`config.mk`:
```
export PLATFORM = sky130hd
export DESIGN_NAME = ppx_i2c_slave
export DESIGN_NICKNAME = d
export VERILOG_FILES = /design/src/design/ppx_i2c_slave.v /design/src/design/ppx_glitch_filter.v
export VERILOG_INCLUDE_DIRS = /design/src /design/src/design
export SDC_FILE = /design/constraint.sdc
export NUM_CORES = 1
export LEC_CHECK = 0
export ABC_AREA = 1
export BUFFER_PORTS_ARGS = -buffer_cell sky130_fd_sc_hd__buf_4
export CAP_MARGIN = 20
export CORE_ASPECT_RATIO = 1.1
export CORE_MARGIN = 4
export CORE_UTILIZATION = 28
export CTS_CLUSTER_SIZE = 16
export DETAILED_ROUTE_END_ITERATION = 10
export GPL_TIMING_DRIVEN = 0
export SETUP_SLACK_MARGIN = 0.1
export SYNTH_ARGS = -nofsm -noshare
export SYNTH_HDL_FRONTEND = slang
export SYNTH_SLANG_ARGS = --single-unit
export TNS_END_PERCENT = 50
```
`constraint.sdc`:
```
create_clock -name clock -period 2.07 [get_ports clock]
set_clock_uncertainty 0.1 [all_clocks]
set_input_delay 0.207 -clock clock [delete_from_list [all_inputs] [get_ports clock]]
set_output_delay 0.207 -clock clock [all_outputs]
set_load 0.03 [all_outputs]
```
`src/design/ppx_map.vh`:
```
// register map, reset values and timing constants of the port expander slave
`ifndef PPX_MAP_VH
`define PPX_MAP_VH
// word codes
`define PPX_ADDR_OUTPUT_PORT_CONTROL  4'h5
`define PPX_ADDR_TIMER_RANGE_SELECT   4'h6
`define PPX_ADDR_CHANNEL0_DELAY       4'h8
`define PPX_ADDR_CHANNEL1_DELAY       4'h9
`define PPX_ADDR_CHANNEL2_DELAY       4'hA
`define PPX_ADDR_CHANNEL3_DELAY       4'hB
// shipped memory contents
`define PPX_RST_OUTPUT_PORT_CONTROL   8'hD4
`define PPX_RST_TIMER_RANGE_SELECT    8'hFF
`define PPX_RST_CHANNEL_DELAY         8'h00
// field positions
`define PPX_CODE_MSB                  3
`define PPX_CODE_LSB                  0
// timing
`define PPX_CLK_PERIOD_NS             20
`define PPX_GLITCH_NS                 130
`define PPX_GLITCH_CYCLES             ((`PPX_GLITCH_NS + `PPX_CLK_PERIOD_NS - 1) / `PPX_CLK_PERIOD_NS)
`define PPX_INIT_CYCLES_DEF           64
`define PPX_RECOVERY_CLOCKS           27
`endif

```
`src/design/ppx_i2c_slave.v`:
```
// i2c slave front end with register file, reload and recovery behaviour
// Functional notes
// RL1: a start or stop condition returns the serial logic to its initial state.
// RL2: a transfer cut off without start or stop leaves the protocol state as it was.
// RL3: while driving the data line low the slave ignores start and stop but still advances on clock edges.
// RL4: a start attempted while the slave holds data low is not taken as a start.
// RL5: the master recovers the slave with a start, 27 clocks and data left high.
// RL6: once the clocks let the slave release data, a stop makes it accept transfers again.
// RL7: the master should run the recovery sequence after its own power-up.
// RL8: a low-supply indication resets the internal logic with no bus action.
// RL9: during power-on initialization all bus instructions are ignored.
// RL10: after successful initialization the slave enters standby and waits for the bus.
// RL11: clock and data inputs reject glitches narrower than about 130 ns.
// RL12: shipped contents are D4H control, FFH range select and 00H for four delay words.
// RL13: a one in the range select word picks the short range, zero the long range.
// RL14: a delay word holds one bit set for the chosen delay and zeros elsewhere.
// RL15: after power-on or low-supply recovery nonvolatile contents load before timers run.
// RL16: after any internal reset data is released and the slave idles until a start.
`timescale 1ns/1ps
`default_nettype none
`include "ppx_map.vh"
module ppx_i2c_slave #(
  parameter [6:0]  DEV_ADDR   = 7'h2A,            // arbitrary bus address
  parameter [15:0] INIT_CYCLES = `PPX_INIT_CYCLES_DEF
) (
  // clock and reset
  input  wire       clock,
  input  wire       rst_n,
  // supply monitor
  input  wire       low_supply,
  // i2c pins
  input  wire       scl_in,
  input  wire       sda_in,
  output wire       sda_out,
  output wire       sda_oe,
  // status and working registers
  output reg        init_done,
  output reg  [7:0] output_port_control_reg,
  output reg  [7:0] timer_range_select_reg,
  output reg  [7:0] channel0_delay_select_reg,
  output reg  [7:0] channel1_delay_select_reg,
  output reg  [7:0] channel2_delay_select_reg,
  output reg  [7:0] channel3_delay_select_reg,
  output wire [3:0] channel_short_range
);
  // ----------------------------------------
  // states
  // ----------------------------------------
  localparam [5:0] ST_IDLE = 6'b000001;
  localparam [5:0] ST_ADDR = 6'b000010;
  localparam [5:0] ST_AACK = 6'b000100;
  localparam [5:0] ST_WORD = 6'b001000;
  localparam [5:0] ST_WACK = 6'b010000;
  localparam [5:0] ST_READ = 6'b100000;

  // ----------------------------------------
  // input filtering and edge detect
  // ----------------------------------------
  wire scl_f;
  wire sda_f;
  ppx_glitch_filter u_scl (.clock(clock), .rst_n(rst_n), .raw_in(scl_in), .filt_out(scl_f));
  ppx_glitch_filter u_sda (.clock(clock), .rst_n(rst_n), .raw_in(sda_in), .filt_out(sda_f));

  reg        scl_d_reg;
  reg        sda_d_reg;
  reg [5:0]  state_reg;
  reg [3:0]  bit_cnt_reg;
  reg [7:0]  shift_reg;
  reg        rw_reg;
  reg        drive_low_reg;
  reg [15:0] init_cnt_reg;
  reg [7:0]  nv_mem [0:15];
  reg [3:0]  load_idx_reg;
  reg        loading_reg;
  integer    i;

  // internal reset: pin reset or low supply [RL8]
  wire int_rst = !rst_n || low_supply;
  wire scl_rise = scl_f && !scl_d_reg;
  wire scl_fall = !scl_f && scl_d_reg;
  // start and stop are blind while our own driver holds data low [RL3] [RL4]
  wire start_det = scl_f && scl_d_reg && sda_d_reg && !sda_f && !drive_low_reg;
  wire stop_det  = scl_f && scl_d_reg && !sda_d_reg && sda_f && !drive_low_reg;

  function [7:0] reg_read;
    input [3:0] code;
    begin
      case (code)
        `PPX_ADDR_OUTPUT_PORT_CONTROL: reg_read = output_port_control_reg;
        `PPX_ADDR_TIMER_RANGE_SELECT:  reg_read = timer_range_select_reg;
        `PPX_ADDR_CHANNEL0_DELAY:      reg_read = channel0_delay_select_reg;
        `PPX_ADDR_CHANNEL1_DELAY:      reg_read = channel1_delay_select_reg;
        `PPX_ADDR_CHANNEL2_DELAY:      reg_read = channel2_delay_select_reg;
        `PPX_ADDR_CHANNEL3_DELAY:      reg_read = channel3_delay_select_reg;
        default:                       reg_read = 8'h00;
      endcase
    end
  endfunction

  // one selects the short range per channel [RL13]
  assign channel_short_range = timer_range_select_reg[3:0];
  assign sda_out = 1'b0;
  assign sda_oe  = drive_low_reg;

  // ----------------------------------------
  // power-on init and nonvolatile reload
  // ----------------------------------------
  always @(posedge clock) begin
    if (int_rst) begin
      init_cnt_reg <= 16'h0000;
      init_done    <= 1'b0;
      loading_reg  <= 1'b0;
      load_idx_reg <= 4'h0;
    end else if (!init_done) begin
      if (!loading_reg) begin
        if (init_cnt_reg == INIT_CYCLES - 16'h0001) begin
          loading_reg <= 1'b1;
        end else begin
          init_cnt_reg <= init_cnt_reg + 16'h0001;
        end
      end else begin
        // copy every word before declaring standby [RL15]
        load_idx_reg <= load_idx_reg + 4'h1;
        if (load_idx_reg == 4'hF) begin
          init_done <= 1'b1; // standby [RL10]
        end
      end
    end
  end

  // ----------------------------------------
  // nonvolatile store and working registers
  // ----------------------------------------
  // nonvolatile store keeps its contents across pin reset; only power loses them,
  // so shipped values come from initial load here as the power-up image
  initial begin
    for (i = 0; i < 16; i = i + 1) begin
      nv_mem[i] = `PPX_RST_CHANNEL_DELAY; // [RL12]
    end
    nv_mem[`PPX_ADDR_OUTPUT_PORT_CONTROL] = `PPX_RST_OUTPUT_PORT_CONTROL; // [RL12]
    nv_mem[`PPX_ADDR_TIMER_RANGE_SELECT]  = `PPX_RST_TIMER_RANGE_SELECT; // [RL12]
  end

  wire wr_en = (state_reg == ST_WACK) && scl_fall && !rw_reg;

  always @(posedge clock) begin
    if (wr_en) begin
      nv_mem[shift_reg[`PPX_CODE_MSB:`PPX_CODE_LSB]] <= shift_reg[7:0];
    end
  end

  always @(posedge clock) begin
    if (int_rst) begin
      output_port_control_reg   <= 8'h00;
      timer_range_select_reg    <= 8'h00;
      channel0_delay_select_reg <= 8'h00;
      channel1_delay_select_reg <= 8'h00;
      channel2_delay_select_reg <= 8'h00;
      channel3_delay_select_reg <= 8'h00;
    end else if (loading_reg && !init_done) begin
      case (load_idx_reg)
        `PPX_ADDR_OUTPUT_PORT_CONTROL: output_port_control_reg <= nv_mem[load_idx_reg];
        `PPX_ADDR_TIMER_RANGE_SELECT:  timer_range_select_reg <= nv_mem[load_idx_reg];
        `PPX_ADDR_CHANNEL0_DELAY:      channel0_delay_select_reg <= nv_mem[load_idx_reg]; // [RL14]
        `PPX_ADDR_CHANNEL1_DELAY:      channel1_delay_select_reg <= nv_mem[load_idx_reg];
        `PPX_ADDR_CHANNEL2_DELAY:      channel2_delay_select_reg <= nv_mem[load_idx_reg];
        `PPX_ADDR_CHANNEL3_DELAY:      channel3_delay_select_reg <= nv_mem[load_idx_reg];
        default: ;
      endcase
    end else if (wr_en) begin
      case (shift_reg[`PPX_CODE_MSB:`PPX_CODE_LSB])
        `PPX_ADDR_OUTPUT_PORT_CONTROL: output_port_control_reg <= shift_reg;
        `PPX_ADDR_TIMER_RANGE_SELECT:  timer_range_select_reg <= shift_reg;
        `PPX_ADDR_CHANNEL0_DELAY:      channel0_delay_select_reg <= shift_reg;
        `PPX_ADDR_CHANNEL1_DELAY:      channel1_delay_select_reg <= shift_reg;
        `PPX_ADDR_CHANNEL2_DELAY:      channel2_delay_select_reg <= shift_reg;
        `PPX_ADDR_CHANNEL3_DELAY:      channel3_delay_select_reg <= shift_reg;
        default: ;
      endcase
    end
  end

  // ----------------------------------------
  // protocol engine
  // ----------------------------------------
  always @(posedge clock) begin
    if (int_rst) begin
      // release data and idle until a start [RL16] [RL8]
      scl_d_reg     <= 1'b1;
      sda_d_reg     <= 1'b1;
      state_reg     <= ST_IDLE;
      bit_cnt_reg   <= 4'h0;
      shift_reg     <= 8'h00;
      rw_reg        <= 1'b0;
      drive_low_reg <= 1'b0;
    end else begin
      scl_d_reg <= scl_f;
      sda_d_reg <= sda_f;
      if (!init_done) begin
        // bus ignored during initialization [RL9]
        state_reg     <= ST_IDLE;
        drive_low_reg <= 1'b0;
      end else if (start_det) begin
        state_reg   <= ST_ADDR; // [RL1]
        bit_cnt_reg <= 4'h0;
      end else if (stop_det) begin
        state_reg   <= ST_IDLE; // [RL1] [RL6]
        bit_cnt_reg <= 4'h0;
      end else begin
        // no start or stop: state only moves on clock edges, so a cut transfer
        // holds where it was until recovery clocks walk it out [RL2] [RL5]
        case (state_reg)
          ST_IDLE: begin
            drive_low_reg <= 1'b0;
          end
          ST_ADDR, ST_WORD: begin
            if (scl_rise) begin
              shift_reg   <= {shift_reg[6:0], sda_f};
              bit_cnt_reg <= bit_cnt_reg + 4'h1;
            end else if (scl_fall && bit_cnt_reg == 4'h8) begin
              bit_cnt_reg <= 4'h0;
              if (state_reg == ST_ADDR) begin
                rw_reg <= shift_reg[0];
                if (shift_reg[7:1] == DEV_ADDR) begin
                  drive_low_reg <= 1'b1;
                  state_reg     <= ST_AACK;
                end else begin
                  state_reg <= ST_IDLE;
                end
              end else begin
                drive_low_reg <= 1'b1;
                state_reg     <= ST_WACK;
              end
            end
          end
          ST_AACK: begin
            if (scl_fall) begin
              if (rw_reg) begin
                shift_reg     <= reg_read(`PPX_ADDR_OUTPUT_PORT_CONTROL);
                drive_low_reg <= !output_port_control_reg[7];
                state_reg     <= ST_READ;
              end else begin
                drive_low_reg <= 1'b0;
                state_reg     <= ST_WORD;
              end
            end
          end
          ST_WACK: begin
            if (scl_fall) begin
              drive_low_reg <= 1'b0;
              state_reg     <= ST_IDLE;
            end
          end
          ST_READ: begin
            // each falling edge shifts out; data released after the eighth bit
            if (scl_fall) begin
              bit_cnt_reg <= bit_cnt_reg + 4'h1;
              shift_reg   <= {shift_reg[6:0], 1'b1};
              if (bit_cnt_reg == 4'h7) begin
                drive_low_reg <= 1'b0;
                state_reg     <= ST_IDLE;
              end else begin
                drive_low_reg <= !shift_reg[6];
              end
            end
          end
          default: state_reg <= ST_IDLE;
        endcase
      end
    end
  end
endmodule
`default_nettype wire

```
`src/design/ppx_glitch_filter.v`:
```
// glitch filter for one bus input: a new level must hold for the filter span
`timescale 1ns/1ps
`default_nettype none
`include "ppx_map.vh"
module ppx_glitch_filter (
  // clock and reset
  input  wire       clock,
  input  wire       rst_n,
  // raw and filtered level
  input  wire       raw_in,
  output reg        filt_out
);
  // last count of the filter span, cut to the counter width on purpose
  localparam [31:0] SPAN_LAST = `PPX_GLITCH_CYCLES - 1;
  reg [3:0] cnt_reg;
  reg       sync0_reg;
  reg       sync1_reg;

  always @(posedge clock) begin
    if (!rst_n) begin
      sync0_reg <= 1'b1;
      sync1_reg <= 1'b1;
      cnt_reg   <= 4'h0;
      filt_out  <= 1'b1;
    end else begin
      sync0_reg <= raw_in;
      sync1_reg <= sync0_reg;
      // pulses shorter than the span never reach the protocol logic [RL11]
      if (sync1_reg == filt_out) begin
        cnt_reg <= 4'h0;
      end else if (cnt_reg == SPAN_LAST[3:0]) begin
        cnt_reg  <= 4'h0;
        filt_out <= sync1_reg;
      end else begin
        cnt_reg <= cnt_reg + 4'h1;
      end
    end
  end
endmodule
`default_nettype wire

```
---- Word level (Yosys, flattened, before mapping) ----
Memory sizes are Yosys's and may differ from the RTL's. A register that Yosys moved wholly into a read port is not among the register bits.
Cells that the tools add are included.
cells by class
  bitwise logic cells ..................... 10
  add/sub/neg operators ................... 5
  reductions and logical operators ........ 55
  eq/ne operators ......................... 50
  multiplexer cells ....................... 66
operators with widths
  operator                                                                 count
  8-bit two-way mux                                                        28
  6-bit two-way mux                                                        8
  4-bit equality test (second input constant)                              10
  6-bit one-hot mux with 5 select lines                                    1
  4-bit by 3-bit equality test with 1-bit output (second input constant)   7
  4-bit two-way mux                                                        7
  4-bit != test (second input constant)                                    6
  8-bit one-hot mux with 3 select lines                                    1
  3-bit AND reduction                                                      7
  7-bit AND reduction                                                      3
  16-bit by 1-bit adder with 16-bit output (second input constant)         1
  4-bit by 1-bit adder with 4-bit output (second input constant)           4
  16-bit by 6-bit equality test with 1-bit output (second input constant)  1
  1-bit two-way mux                                                        16
  2-bit != test (second input constant)                                    8
  2-bit nonzero test                                                       7
  1-bit logical AND                                                        13
  2-bit by 1-bit != test with 1-bit output (second input constant)         6
  1-bit zero test                                                          10
  1-bit inverter                                                           10
  9-bit AND reduction                                                      1
  4-bit one-hot mux with 2 select lines                                    1
  8-bit AND reduction                                                      1
  7-bit by 6-bit equality test with 1-bit output (second input constant)   1
  21 further kinds                                                         28
word-level totals
  bits in registers ....................... 106
  output and inout bits ................... 55
  RAM bits ................................ 128
  memories ................................ 1
memories
  memory  depth  width  read ports  clocked after Yosys merged registers in  wr ports  RTL line            RTL
  nv_mem  16     8      1           1                                        1         ppx_i2c_slave.v:72  reg [7:0] nv_mem [0:15];

---- Depth between registers and ports, before layout ----
Gate-level depths: netlist of run 1.
  depth after elaboration ................. 8
  gate-level depth with buffers ........... 12

---- Cells and area by module ----
Synthesis of run 1 repeated with hierarchy kept, for this count alone.
unflattened totals
  cell total of the unflattened synthesis .. 1155
  area total of the unflattened synthesis .. 10401.2 um^2
by module, submodules not included
  module             cells each  instances  seq. area each (um^2)  area an instance (um^2)
  ppx_i2c_slave      1093        1          5765.5                 9845.7
  ppx_glitch_filter  31          2          140.1                  277.8

---- Worst setup path after synthesis of run 1 ----
No wires, ideal clock.
  path type ............................... register -> register
  start point ............................. register shift_reg[0]
  end point ............................... memory nv_mem[3][0], enable pin
  clock period less this slack ............ 2.067 ns
  data required time ...................... 1.600 ns
  path slack .............................. 0.003 ns
  stages on the path, launching flop included .. 5
  arrival time ............................ 1.597 ns
  path through ............................ dfxtp_1 -> inv_2 -> nor4_1 -> nand2_1 -> nor2_1
RTL lines
  what                    RTL line             RTL
  from (decl)             ppx_i2c_slave.v:68   reg [7:0] shift_reg;
  from (signal assigned)  ppx_i2c_slave.v:218  shift_reg <= {shift_reg[6:0], sda_f};
  from (signal assigned)  ppx_i2c_slave.v:239  shift_reg <= reg_read(`PPX_ADDR_OUTPUT_PORT_CONTROL);
  from (signal assigned)  ppx_i2c_slave.v:258  shift_reg <= {shift_reg[6:0], 1'b1};
  to (decl)               ppx_i2c_slave.v:72
No word-level cell before the write port.

---- Worst setup path in the final report of run 1 ----
  start point ............................. register state_reg[2]
  end point ............................... memory nv_mem[6][6], enable pin
on the way
  cells in the longest elaborated chain, start to end .. 5
RTL lines
  what                                            RTL line             RTL
  from (decl)                                     ppx_i2c_slave.v:66   reg [5:0] state_reg;
  from (signal assigned)                          ppx_i2c_slave.v:191  state_reg <= ST_IDLE;
  from (signal assigned)                          ppx_i2c_slave.v:201  state_reg <= ST_IDLE;
  from (signal assigned)                          ppx_i2c_slave.v:204  state_reg <= ST_ADDR;
  6-bit by 5-bit equality test with 1-bit output  ppx_i2c_slave.v:144  wire wr_en = (state_reg == ST_WACK) && scl_fall && !rw_reg;
  1-bit logical AND (2 in series)                 ppx_i2c_slave.v:144
  1-bit two-way mux                               ppx_i2c_slave.v:147  if (wr_en) begin
  1-bit two-way mux                               ppx_i2c_slave.v:148  nv_mem[shift_reg[`PPX_CODE_MSB:`PPX_CODE_LSB]] <= shift_reg[7:0];
No other way between the ends.

==> key figures, run 1 <==
Status
  • Outcome: finished clean

Timing
  • RSZ-0062 raised after global routing: true
  • Fmax: 0.526 GHz
  • Slew Limit Headroom: 39.8%
  • Final worst slack: 169 ps
  • Min Clock Period, post-route: 1900 ps
  • # setup viols final: 0
  • Least-Margin Pin Slew: 902 ps
  • Tcrit/Tclk final: 91.8%
  • Final Hold Fails: 0
  • Final Max Tran Viols: 0

Cells and area
  • Non-filler cells, final: 1,750
  • Largest register FFs: 128
  • Nets: 1,260
  • Fin area: 12,900 um^2
  • Layout cell share with drive strength beyond 1: 21.5%
  • Area added between synthesis and finish: 24.9%
  • Core Util, Final: 35.6%
  • Diode count: 0

Place
  • Placement Cell Area: 11,400 um^2
  • GPL Wtd Cong: 0.900
  • I/O Buffers: 58
  • Pre-CTS setup slack: -1220 ps
  • Dpl cells: 1,677
  • Hpwl dp: 19,400 um

Setup path
  • R2R cell count: 7
  • Crit path DAT: 2010 ps
  • Nature of the critical path endpoint: flip-flop
  • WS Path Type: reg -> reg
  • Crit path launch type: flip-flop
  • Crit path max fanout: 8
  • Req. time, crit path: 2180 ps

Logic synthesis
  • Distinct cells, synth: 40
  • Main combinational cell family by area after synthesis: simple AND/OR/NAND/NOR gates
  • Sequential area share after synthesis: 58.4%
  • Post-Synthesis Cells: 1,132
  • FF+latch count, synth: 238
  • Yosys warns: 0
  • Syn avg cell area: 9.14 um^2
  • Mapped cell area: 10,300 um^2
  • Synth Net Count: 1,148
  • Mux cell area share after synthesis: 0.326%
  • Adder-cell share of the synthesized area: 1.33%
  • Post-synthesis xor/xnor area fraction: 1.52%
  • Simple-gate share of the synthesized area: 24.2%
  • Synth Area in Compound Gates: 8.40%

Clock tree
  • H-Tree Level Count: 1
  • Clock Latency Late Sink: 530 ps
  • Clock Tree Buf Depth: 3
  • CTS tree: built
  • CTS Root Cell: clkbuf_16
  • Clk slew on worst S/H paths: 60 ps
  • # clock sinks: 238
  • CTS Buf Count: 25

Global routing
  • GRT Util Overall: 13.5%
  • Vias in the first global route: 7,820
  • First-pass GRT wire length: 43,300 um
  • Initial antenna violation count: 0
  • Largest net degree at the start of global routing: 24
  • GRT overflow: 0

Power
  • Pwr Density: 742 nW/um^2
  • Total net switching power: 1.87 mW
  • Clock share of power: 47.8%
  • Internal power: 7.72 mW
  • Worst VDD drop: 0.000512 V
  • Comb pwr share: 0.8%
  • Sw Share: 19.5%
  • Tot Pwr: 9.59 mW
  • Sequential power share: 51.4%
  • Leakage power: 5.02 nW

Drt
  • M1 WL: 12,200 um
  • Iteration-0 DRC Markers: 706
  • DR WL met3: 1530 um
  • Vias/cell: 4.67
  • Pre-Repair DR Iteration Count: 5
  • Vias: 8,171
  • # DRC: 0
  • DR top layer: met4
  • Routed wl met2: 13,900 um
  • WL/cell: 16.1 um
  • ANT nets after route: 0
  • Total Wirelength: 28,300 um

Floorplanning
  • Total core area: 36,400 um^2
  • Initial Util: 28.5%
  • DIE AREA: 40,100 um^2
  • Die W: 191 um
  • Die span in y: 210 um
  • Top Ports: 60
  • Rows: 73

Run
  • # Max-Cap Violations: 0

Hold path
  • Hold Path Class: reg -> reg
  • Cell count of the worst hold path: 1
==> path summary, 6_finish.rpt <==
check                                             endpoint  slack (ps)                        from
worst max-delay path                nv_mem[6][6]$_DFFE_PP_         170   state_reg[2]$_SDFFE_PP0P_
worst min-delay path            u_sda.sync1_reg$_SDFF_PN1_         320  u_sda.sync0_reg$_SDFF_PN1_
worst max register to register      nv_mem[6][6]$_DFFE_PP_         170   state_reg[2]$_SDFFE_PP0P_
worst min register to register  u_sda.sync1_reg$_SDFF_PN1_         320  u_sda.sync0_reg$_SDFF_PN1_
==> Yosys cell counts, drive strengths merged <==
master / instances / area, um^2
nand2: 289 / 1130
nand3: 141 / 726
edfxtp: 128 / 3840
dfxtp: 110 / 2200
nor2: 100 / 430
o21ai: 86 / 434
inv: 78 / 300
a21oi: 77 / 393
buf: 39 / 250
nor3: 16 / 85.1
clkbuf: 12 / 46.3
xor2: 12 / 105
ha: 11 / 138
nand4: 9 / 71.3
or2: 8 / 50.1
xnor2: 6 / 52.6
mux2: 3 / 33.8
o211ai: 2 / 15.0
a31oi: 1 / 6.26
conb: 1 / 3.75
nand3b: 1 / 7.51
nor4: 1 / 6.26
o31ai: 1 / 21.3
==> layer usage <==
layer / track usage, % / vias to the layer above
li1: - / 4042
met1: 17.9 / 3852
met2: 23.1 / 229
met3: 2.15 / 48
met4: 3.49 / 0
met5: 0 / -
==> cells by family (layout without fill, tap and decap cells) <==
kind of cell    after synthesis  count (layout)
flops                       238             238
xor+xnor                     18              18
mux                           3               3
fa+ha+maj                    11              11
compound gates              167             167
simple gates                565             565
other cells                   1               1
buf+inv                     129             260
==> critical path: stages (launching register included) <==
cell	delay [ps]
dfxtp_2	350
nor2_4	140
nand2_2	90
inv_4	70
nand2_4	70
nor3_4	230
nand3_4	220
nor2_4	310
==> layout by cell type (no fill, tap or decap), types with 8 or more instances in the layout <==
cell type  synthesis  final
nand2_2            8     11
nand4_1            8      8
o21ai_1           16     16
a21oi_1           75     75
inv_2             19     18
buf_4             18     89
nand3_1          137    134
nor2_1            90     74
nor3_1            15     14
xor2_1            12     12
buf_12             0      8
clkbuf_16          0     26
o21ai_0           69     69
ha_1              11     10
nor2_4             6     23
nand2_1          278    266
inv_1             56     54
dfxtp_1          110    100
clkbuf_1          11     13
edfxtp_1         128    128
nand2_4            3     11
==> area by class of cell <==
| type | instances | area, um^2 |
|---|---|---|
| Fill cell | 3711 | 23400 |
| Sequential cell | 238 | 6070 |
| Multi-Input combinational cell | 765 | 3980 |
| Timing Repair Buffer | 85 | 763 |
| Clock buffer | 38 | 756 |
| Tap cell | 487 | 609 |
| Buffer | 51 | 338 |
| Inverter | 78 | 309 |
| Clock inverter | 8 | 98.8 |
==> metrics by stage <==
stage               hold WS, ps  TNS, ps
floorplan                   206        0
global placement            294  -110680
detailed placement          298  -118740
CTS                         312        0
global route                335        0
finish                      319        0
==> power by group through the flow <==
stage | Clock, mW | Sequential, mW | Combinational [mW]
after global placement | 0 | 5.04 | 0.0657
after global routing | 4.86 | 4.93 | 0.0847
after CTS | 4.68 | 4.93 | 0.0754
final | 4.58 | 4.93 | 0.0762
after detailed placement | 0 | 5.04 | 0.0666
after floorplan | 0 | 5.04 | 0.0417
==> what timing repair did <==
item / 4_1_cts / 5_1_grt
pin swaps: 17 / 5
setup endpoints to repair: 179 / 154
endpoints found under the hold margin: 8 / 0
resized for setup: 74 / 34
setup buffers: 15 / 6
hold buffers: 6 / 0
Note: power is estimated with default switching activity, not from simulation.
==> inputs of run 2 (changes only) <==
--- a/config.mk
+++ b/config.mk
@@ -9,13 +9,11 @@
 export ABC_AREA = 1
 export BUFFER_PORTS_ARGS = -buffer_cell sky130_fd_sc_hd__buf_4
 export CAP_MARGIN = 20
-export CORE_ASPECT_RATIO = 1.1
 export CORE_MARGIN = 4
 export CORE_UTILIZATION = 28
 export CTS_CLUSTER_SIZE = 16
 export DETAILED_ROUTE_END_ITERATION = 10
 export GPL_TIMING_DRIVEN = 0
-export SETUP_SLACK_MARGIN = 0.1
 export SYNTH_ARGS = -nofsm -noshare
 export SYNTH_HDL_FRONTEND = slang
 export SYNTH_SLANG_ARGS = --single-unit
==> run 2 against run 1 <==
Sequential share of layout area grew 0.59 points. Maximum frequency decreased by 4.6%. Die area barely moved.
==> key figures, run 2 (synthesized netlist as in run 1, its figures left out) <==
Global routing
  • Initial antenna violation count: 0
  • GRT overflow: 0
  • GRT Util Overall: 12.8%
  • First-pass GRT wire length: 42,200 um
  • Vias in the first global route: 7,867
  • Largest net degree at the start of global routing: 24

Clock tree
  • H-Tree Level Count: 1
  • Clock Tree Buf Depth: 3
  • CTS tree: built
  • Clock Latency Late Sink: 530 ps
  • CTS Buf Count: 26
  • Clk slew on worst S/H paths: 60 ps
  • CTS Root Cell: clkbuf_16
  • # clock sinks: 238

Power
  • Worst VDD drop: 0.000567 V
  • Leakage power: 4.96 nW
  • Tot Pwr: 9.82 mW
  • Pwr Density: 768 nW/um^2

Cells and area
  • Layout cell share with drive strength beyond 1: 20.9%
  • Commonest non-fill, non-tap cell in the layout: nand2_1
  • Largest register FFs: 128
  • Nets: 1,252
  • Non-filler cells, final: 1,724
  • Area added between synthesis and finish: 23.5%
  • Diode count: 0
  • Core Util, Final: 35.0%
  • Fin area: 12,800 um^2
  • Most frequent cells in the layout: 266 x nand2_1, 135 x nand3_1, 128 x edfxtp_1, 98 x dfxtp_1, 84 x buf_4

Setup path
  • Nature of the critical path endpoint: flip-flop
  • Crit path launch type: flip-flop
  • RR Endpoint: nv_mem[1][3]$_DFFE_PP_
  • Reg2reg setup slack: 80 ps
  • Crit-path cells: inv_2 -> nor4_4 -> buf_4 -> nand2_8 -> nor2_4
  • R2R cell count: 5
  • WS Path Type: reg -> reg
  • Crit. Startpoint: shift_reg[0]$_SDFFE_PP0P_
  • R2R Path Start: shift_reg[0]$_SDFFE_PP0P_
  • Setup crit end: nv_mem[1][3]$_DFFE_PP_
  • Crit path max fanout: 12
  • Req. time, crit path: 2180 ps
  • CP max stage delay: 460 ps
  • Max stage delay cell, worst path: dfxtp_4
  • Crit path DAT: 2100 ps

Drt
  • Vias/cell: 4.71
  • Vias: 8,127
  • Pre-Repair DR Iteration Count: 5
  • M1 WL: 11,900 um
  • WL/cell: 15.6 um
  • Total Wirelength: 26,900 um
  • ANT nets after route: 0
  • Iteration-0 DRC Markers: 609
  • Routed wl met2: 13,200 um
  • DR top layer: met4
  • DR WL met3: 1320 um
  • # DRC: 0

Floorplanning
  • Top Ports: 60
  • Total core area: 36,500 um^2
  • Die span in y: 200 um
  • Die W: 200 um
  • Rows: 70
  • Initial Util: 28.3%
  • DIE AREA: 40,100 um^2

Timing
  • TNS Setup: 0 ps
  • Tcrit/Tclk final: 96.2%
  • Slew Limit Headroom: 47.0%
  • Min Clock Period, post-route: 1990 ps
  • Least-Margin Pin Slew: 794 ps
  • Final Hold Fails: 0
  • Fmax: 0.502 GHz
  • Final Max Tran Viols: 0
  • # setup viols final: 0

Place
  • I/O Buffers: 58
  • Dpl cells: 1,658
  • Placement Cell Area: 11,400 um^2
  • Hpwl dp: 18,300 um
  • GPL Wtd Cong: 0.859

Status
  • Outcome: finished clean

Hold path
  • Hold Path Class: reg -> reg

Run
  • # Max-Cap Violations: 0
==> run 2: cell count changes in the layout (fill, tap and decap cells not counted), sizes merged <==
cell      previous run  this run
buf                110       104
clkbuf              58        50
inv                 78        79
bufinv               2         4
clkinvlp             3         2
clkinv               3         8
==> run 2: area by class of cell <==
| cell class | count | area [um^2] |
|---|---|---|
| plain buffers | 51 | 314 |
| clock buffers | 33 | 707 |
| clock inverters | 15 | 195 |
| fillers | 3671 | 23700 |
| inverters | 78 | 303 |
| multi-input cells | 765 | 3960 |
| flip-flops and latches | 238 | 6080 |
| well taps | 468 | 586 |
| repair buffers | 76 | 642 |
==> run 2: worst min path at each step <==
stage / startpoint / endpoint / slack (ps) / cells past startpoint
floorplan: rst_n / u_scl.filt_out$_SDFFE_PN1P_ / 210 / 1
global placement: sda_in / u_sda.sync0_reg$_SDFF_PN1_ / 300 / 2
detailed placement: sda_in / u_sda.sync0_reg$_SDFF_PN1_ / 300 / 2
CTS: u_sda.sync0_reg$_SDFF_PN1_ / u_sda.sync1_reg$_SDFF_PN1_ / 320 / 1
global route: u_scl.sync0_reg$_SDFF_PN1_ / u_scl.sync1_reg$_SDFF_PN1_ / 340 / 1
finish: u_sda.sync0_reg$_SDFF_PN1_ / u_sda.sync1_reg$_SDFF_PN1_ / 320 / 1
==> run 2: metrics by stage <==
stage	hold WS (ps)	worst slack [ps]
after floorplan	206	2.73
after global placement	295	-1040
after detailed placement	298	-1060
after CTS	320	-34.3
after global routing	336	-27.2
final	316	78.3
==> run 2: where the power goes <==
group	switching (mW)	internal (mW)	total [mW]
registers	0.00475	4.92	4.93
logic	0.0466	0.0291	0.0757
clock network	1.90	2.93	4.82
total	1.95	7.88	9.82
==> run 2: worst max-delay path, delay by kind of cell, from the launching register on <==
kind	cells	cell delay, ps
simple gates	3	740
flops	1	460
buf+inv	2	370
==> run 2: routing by layer <==
layer  up-vias  GRT usage, %
met1      3887          16.9
met5         -             0
met4         0          2.61
li1       4024             -
met2       176          22.5
met3        40          2.04
==> run 2: timing repair <==
item / CTS / global route
pin swaps: 11 / 9
gates resized for setup: 60 / 32
hold buffers: 6 / 0
endpoints found under the hold margin: 7 / 0
endpoints found under the setup margin: 179 / 186
buffers inserted: 6 / 6
==> inputs of run 3 (changes only) <==
--- a/config.mk
+++ b/config.mk
@@ -10,7 +10,7 @@
 export BUFFER_PORTS_ARGS = -buffer_cell sky130_fd_sc_hd__buf_4
 export CAP_MARGIN = 20
 export CORE_MARGIN = 4
-export CORE_UTILIZATION = 28
+export CORE_UTILIZATION = 45
 export CTS_CLUSTER_SIZE = 16
 export DETAILED_ROUTE_END_ITERATION = 10
 export GPL_TIMING_DRIVEN = 0
==> run 3 against run 2 <==
Register-to-register slack hardly changed. Maximum frequency is 0.40% higher. Worst hold slack worse by 3.3 ps. Wire length is 1.4% lower. First-iteration DRC count is 3.3% higher. Global-route usage is 7.9 points higher. Largest power group unchanged. Non-clock buffer count is 6 lower. Die area is 36% lower.
==> key figures, run 3 (synthesized netlist as in run 1, its figures left out) <==
Timing
  • # setup viols final: 0
  • RSZ-0062 raised after global routing: false
  • Tcrit/Tclk final: 95.8%
  • Slew Limit Headroom: 40.9%
  • Min Clock Period, post-route: 1980 ps
  • Fmax: 0.504 GHz
  • TNS Setup: 0 ps
  • Final Hold Fails: 0
  • Hold Slack: 312 ps
  • Final Max Tran Viols: 0
  • Least-Margin Pin Slew: 886 ps

Drt
  • WL/cell: 17.3 um
  • Pre-Repair DR Iteration Count: 5
  • Iteration-0 DRC Markers: 629
  • Vias: 8,076
  • Vias/cell: 5.26
  • ANT nets after route: 0
  • Total Wirelength: 26,600 um
  • # DRC: 0

Global routing
  • GRT overflow: 0
  • First-pass GRT wire length: 42,600 um
  • Initial antenna violation count: 0
  • Vias in the first global route: 7,892
  • GRT Util Overall: 20.7%
  • Largest net degree at the start of global routing: 24

Cells and area
  • Nets: 1,246
  • Largest register FFs: 128
  • Diode count: 0
  • Layout cell share with drive strength beyond 1: 19.9%
  • Area added between synthesis and finish: 19.9%
  • Commonest non-fill, non-tap cell in the layout: nand2_1
  • Most frequent cells in the layout: 268 x nand2_1, 134 x nand3_1, 128 x edfxtp_1, 102 x dfxtp_1, 80 x buf_4

Floorplanning
  • Total core area: 22,600 um^2
  • Die span in y: 160 um
  • Die W: 160 um
  • DIE AREA: 25,500 um^2
  • Top Ports: 60
  • Initial Util: 45.7%
  • Rows: 55

Setup path
  • Crit path launch type: flip-flop
  • Crit path max fanout: 21
  • WS Path Type: reg -> reg
  • Nature of the critical path endpoint: flip-flop
  • Crit-path cells: inv_2 -> nor4_4 -> buf_4 -> nand2_4 -> nor2_4
  • Crit. Startpoint: shift_reg[0]$_SDFFE_PP0P_
  • Crit path DAT: 2080 ps
  • Worst path top cell family by delay: simple AND/OR/NAND/NOR gates
  • Max stage delay cell, worst path: dfxtp_4
  • CP max stage delay: 510 ps
  • R2R Path Start: shift_reg[0]$_SDFFE_PP0P_
  • Req. time, crit path: 2160 ps
  • WP buf/inv: 2

Hold path
  • Hold Path Class: reg -> reg
  • Worst hold start: u_scl.sync0_reg$_SDFF_PN1_

Clock tree
  • Clock Latency Late Sink: 520 ps
  • Clock Tree Buf Depth: 3
  • # clock sinks: 238
  • CTS Buf Count: 26
  • CTS Root Cell: clkbuf_16
  • Clk slew on worst S/H paths: 60 ps
  • CTS tree: built
  • H-Tree Level Count: 1

Power
  • Leakage power: 4.92 nW
  • Pwr Density: 770 nW/um^2
  • Worst VDD drop: 0.000547 V
  • Tot Pwr: 9.55 mW

Place
  • I/O Buffers: 58
  • GPL Wtd Cong: 0.900
  • Hpwl dp: 18,100 um

Run
  • # Max-Cap Violations: 0

Status
  • Outcome: finished clean
==> run 3: what timing repair did <==
item                       CTS  global route
pin swaps                    9             4
hold buffers                 6             0
buffers inserted             3             3
resized for setup           62            24
hold endpoints to repair     7             0
setup endpoints to repair  179           187
==> run 3: report_power, final <==
group | switching, mW | internal [mW] | leakage (nW)
clock network | 1.78 | 2.77 | 0.418
logic | 0.0468 | 0.0289 | 2.12
registers | 0.00501 | 4.93 | 2.38
total | 1.83 | 7.72 | 4.92
==> run 3: per-stage QoR <==
stage                     setup slack (ps)  util [%]  std cells  cell area [um^2]
after global routing                  2.25      54.8       1534             12400
after floorplan                       2.73         -       1132             10300
final                                 86.1      54.8       1534             12400
after detailed placement              -953      49.2       1475             11100
after global placement                -946      49.2       1475             11100
after CTS                             8.85      54.3       1531             12300
==> run 3: cell type report <==
cell class	instances	area [um^2]
Sequential cell	238	6070
Clock inverter	6	83.8
Inverter	78	300
Multi-Input combinational cell	765	3940
Timing Repair Buffer	70	569
Tap cell	285	357
Fill cell	2044	10200
Buffer	51	324
Clock buffer	41	763
==> run 3: path summary, 6_finish.rpt <==
path / to / slack (ps) / depth (start not counted)
setup reg to reg: nv_mem[7][6]$_DFFE_PP_ / 90 / 5
hold / removal: u_scl.sync1_reg$_SDFF_PN1_ / 310 / 1
setup / recovery: nv_mem[7][6]$_DFFE_PP_ / 90 / 5
hold reg to reg: u_scl.sync1_reg$_SDFF_PN1_ / 310 / 1
==> run 3: metal layers <==
metal | routed length, um | track usage (%) | up-vias | share of wire (%)
met3 | 1260 | 3.02 | 56 | 4.8
li1 | - | - | 4002 | -
met2 | 12300 | 32.9 | 198 | 46
met4 | 1030 | 8.36 | 0 | 3.9
met1 | 12000 | 28.8 | 3820 | 45
met5 | 0 | 0 | - | 0
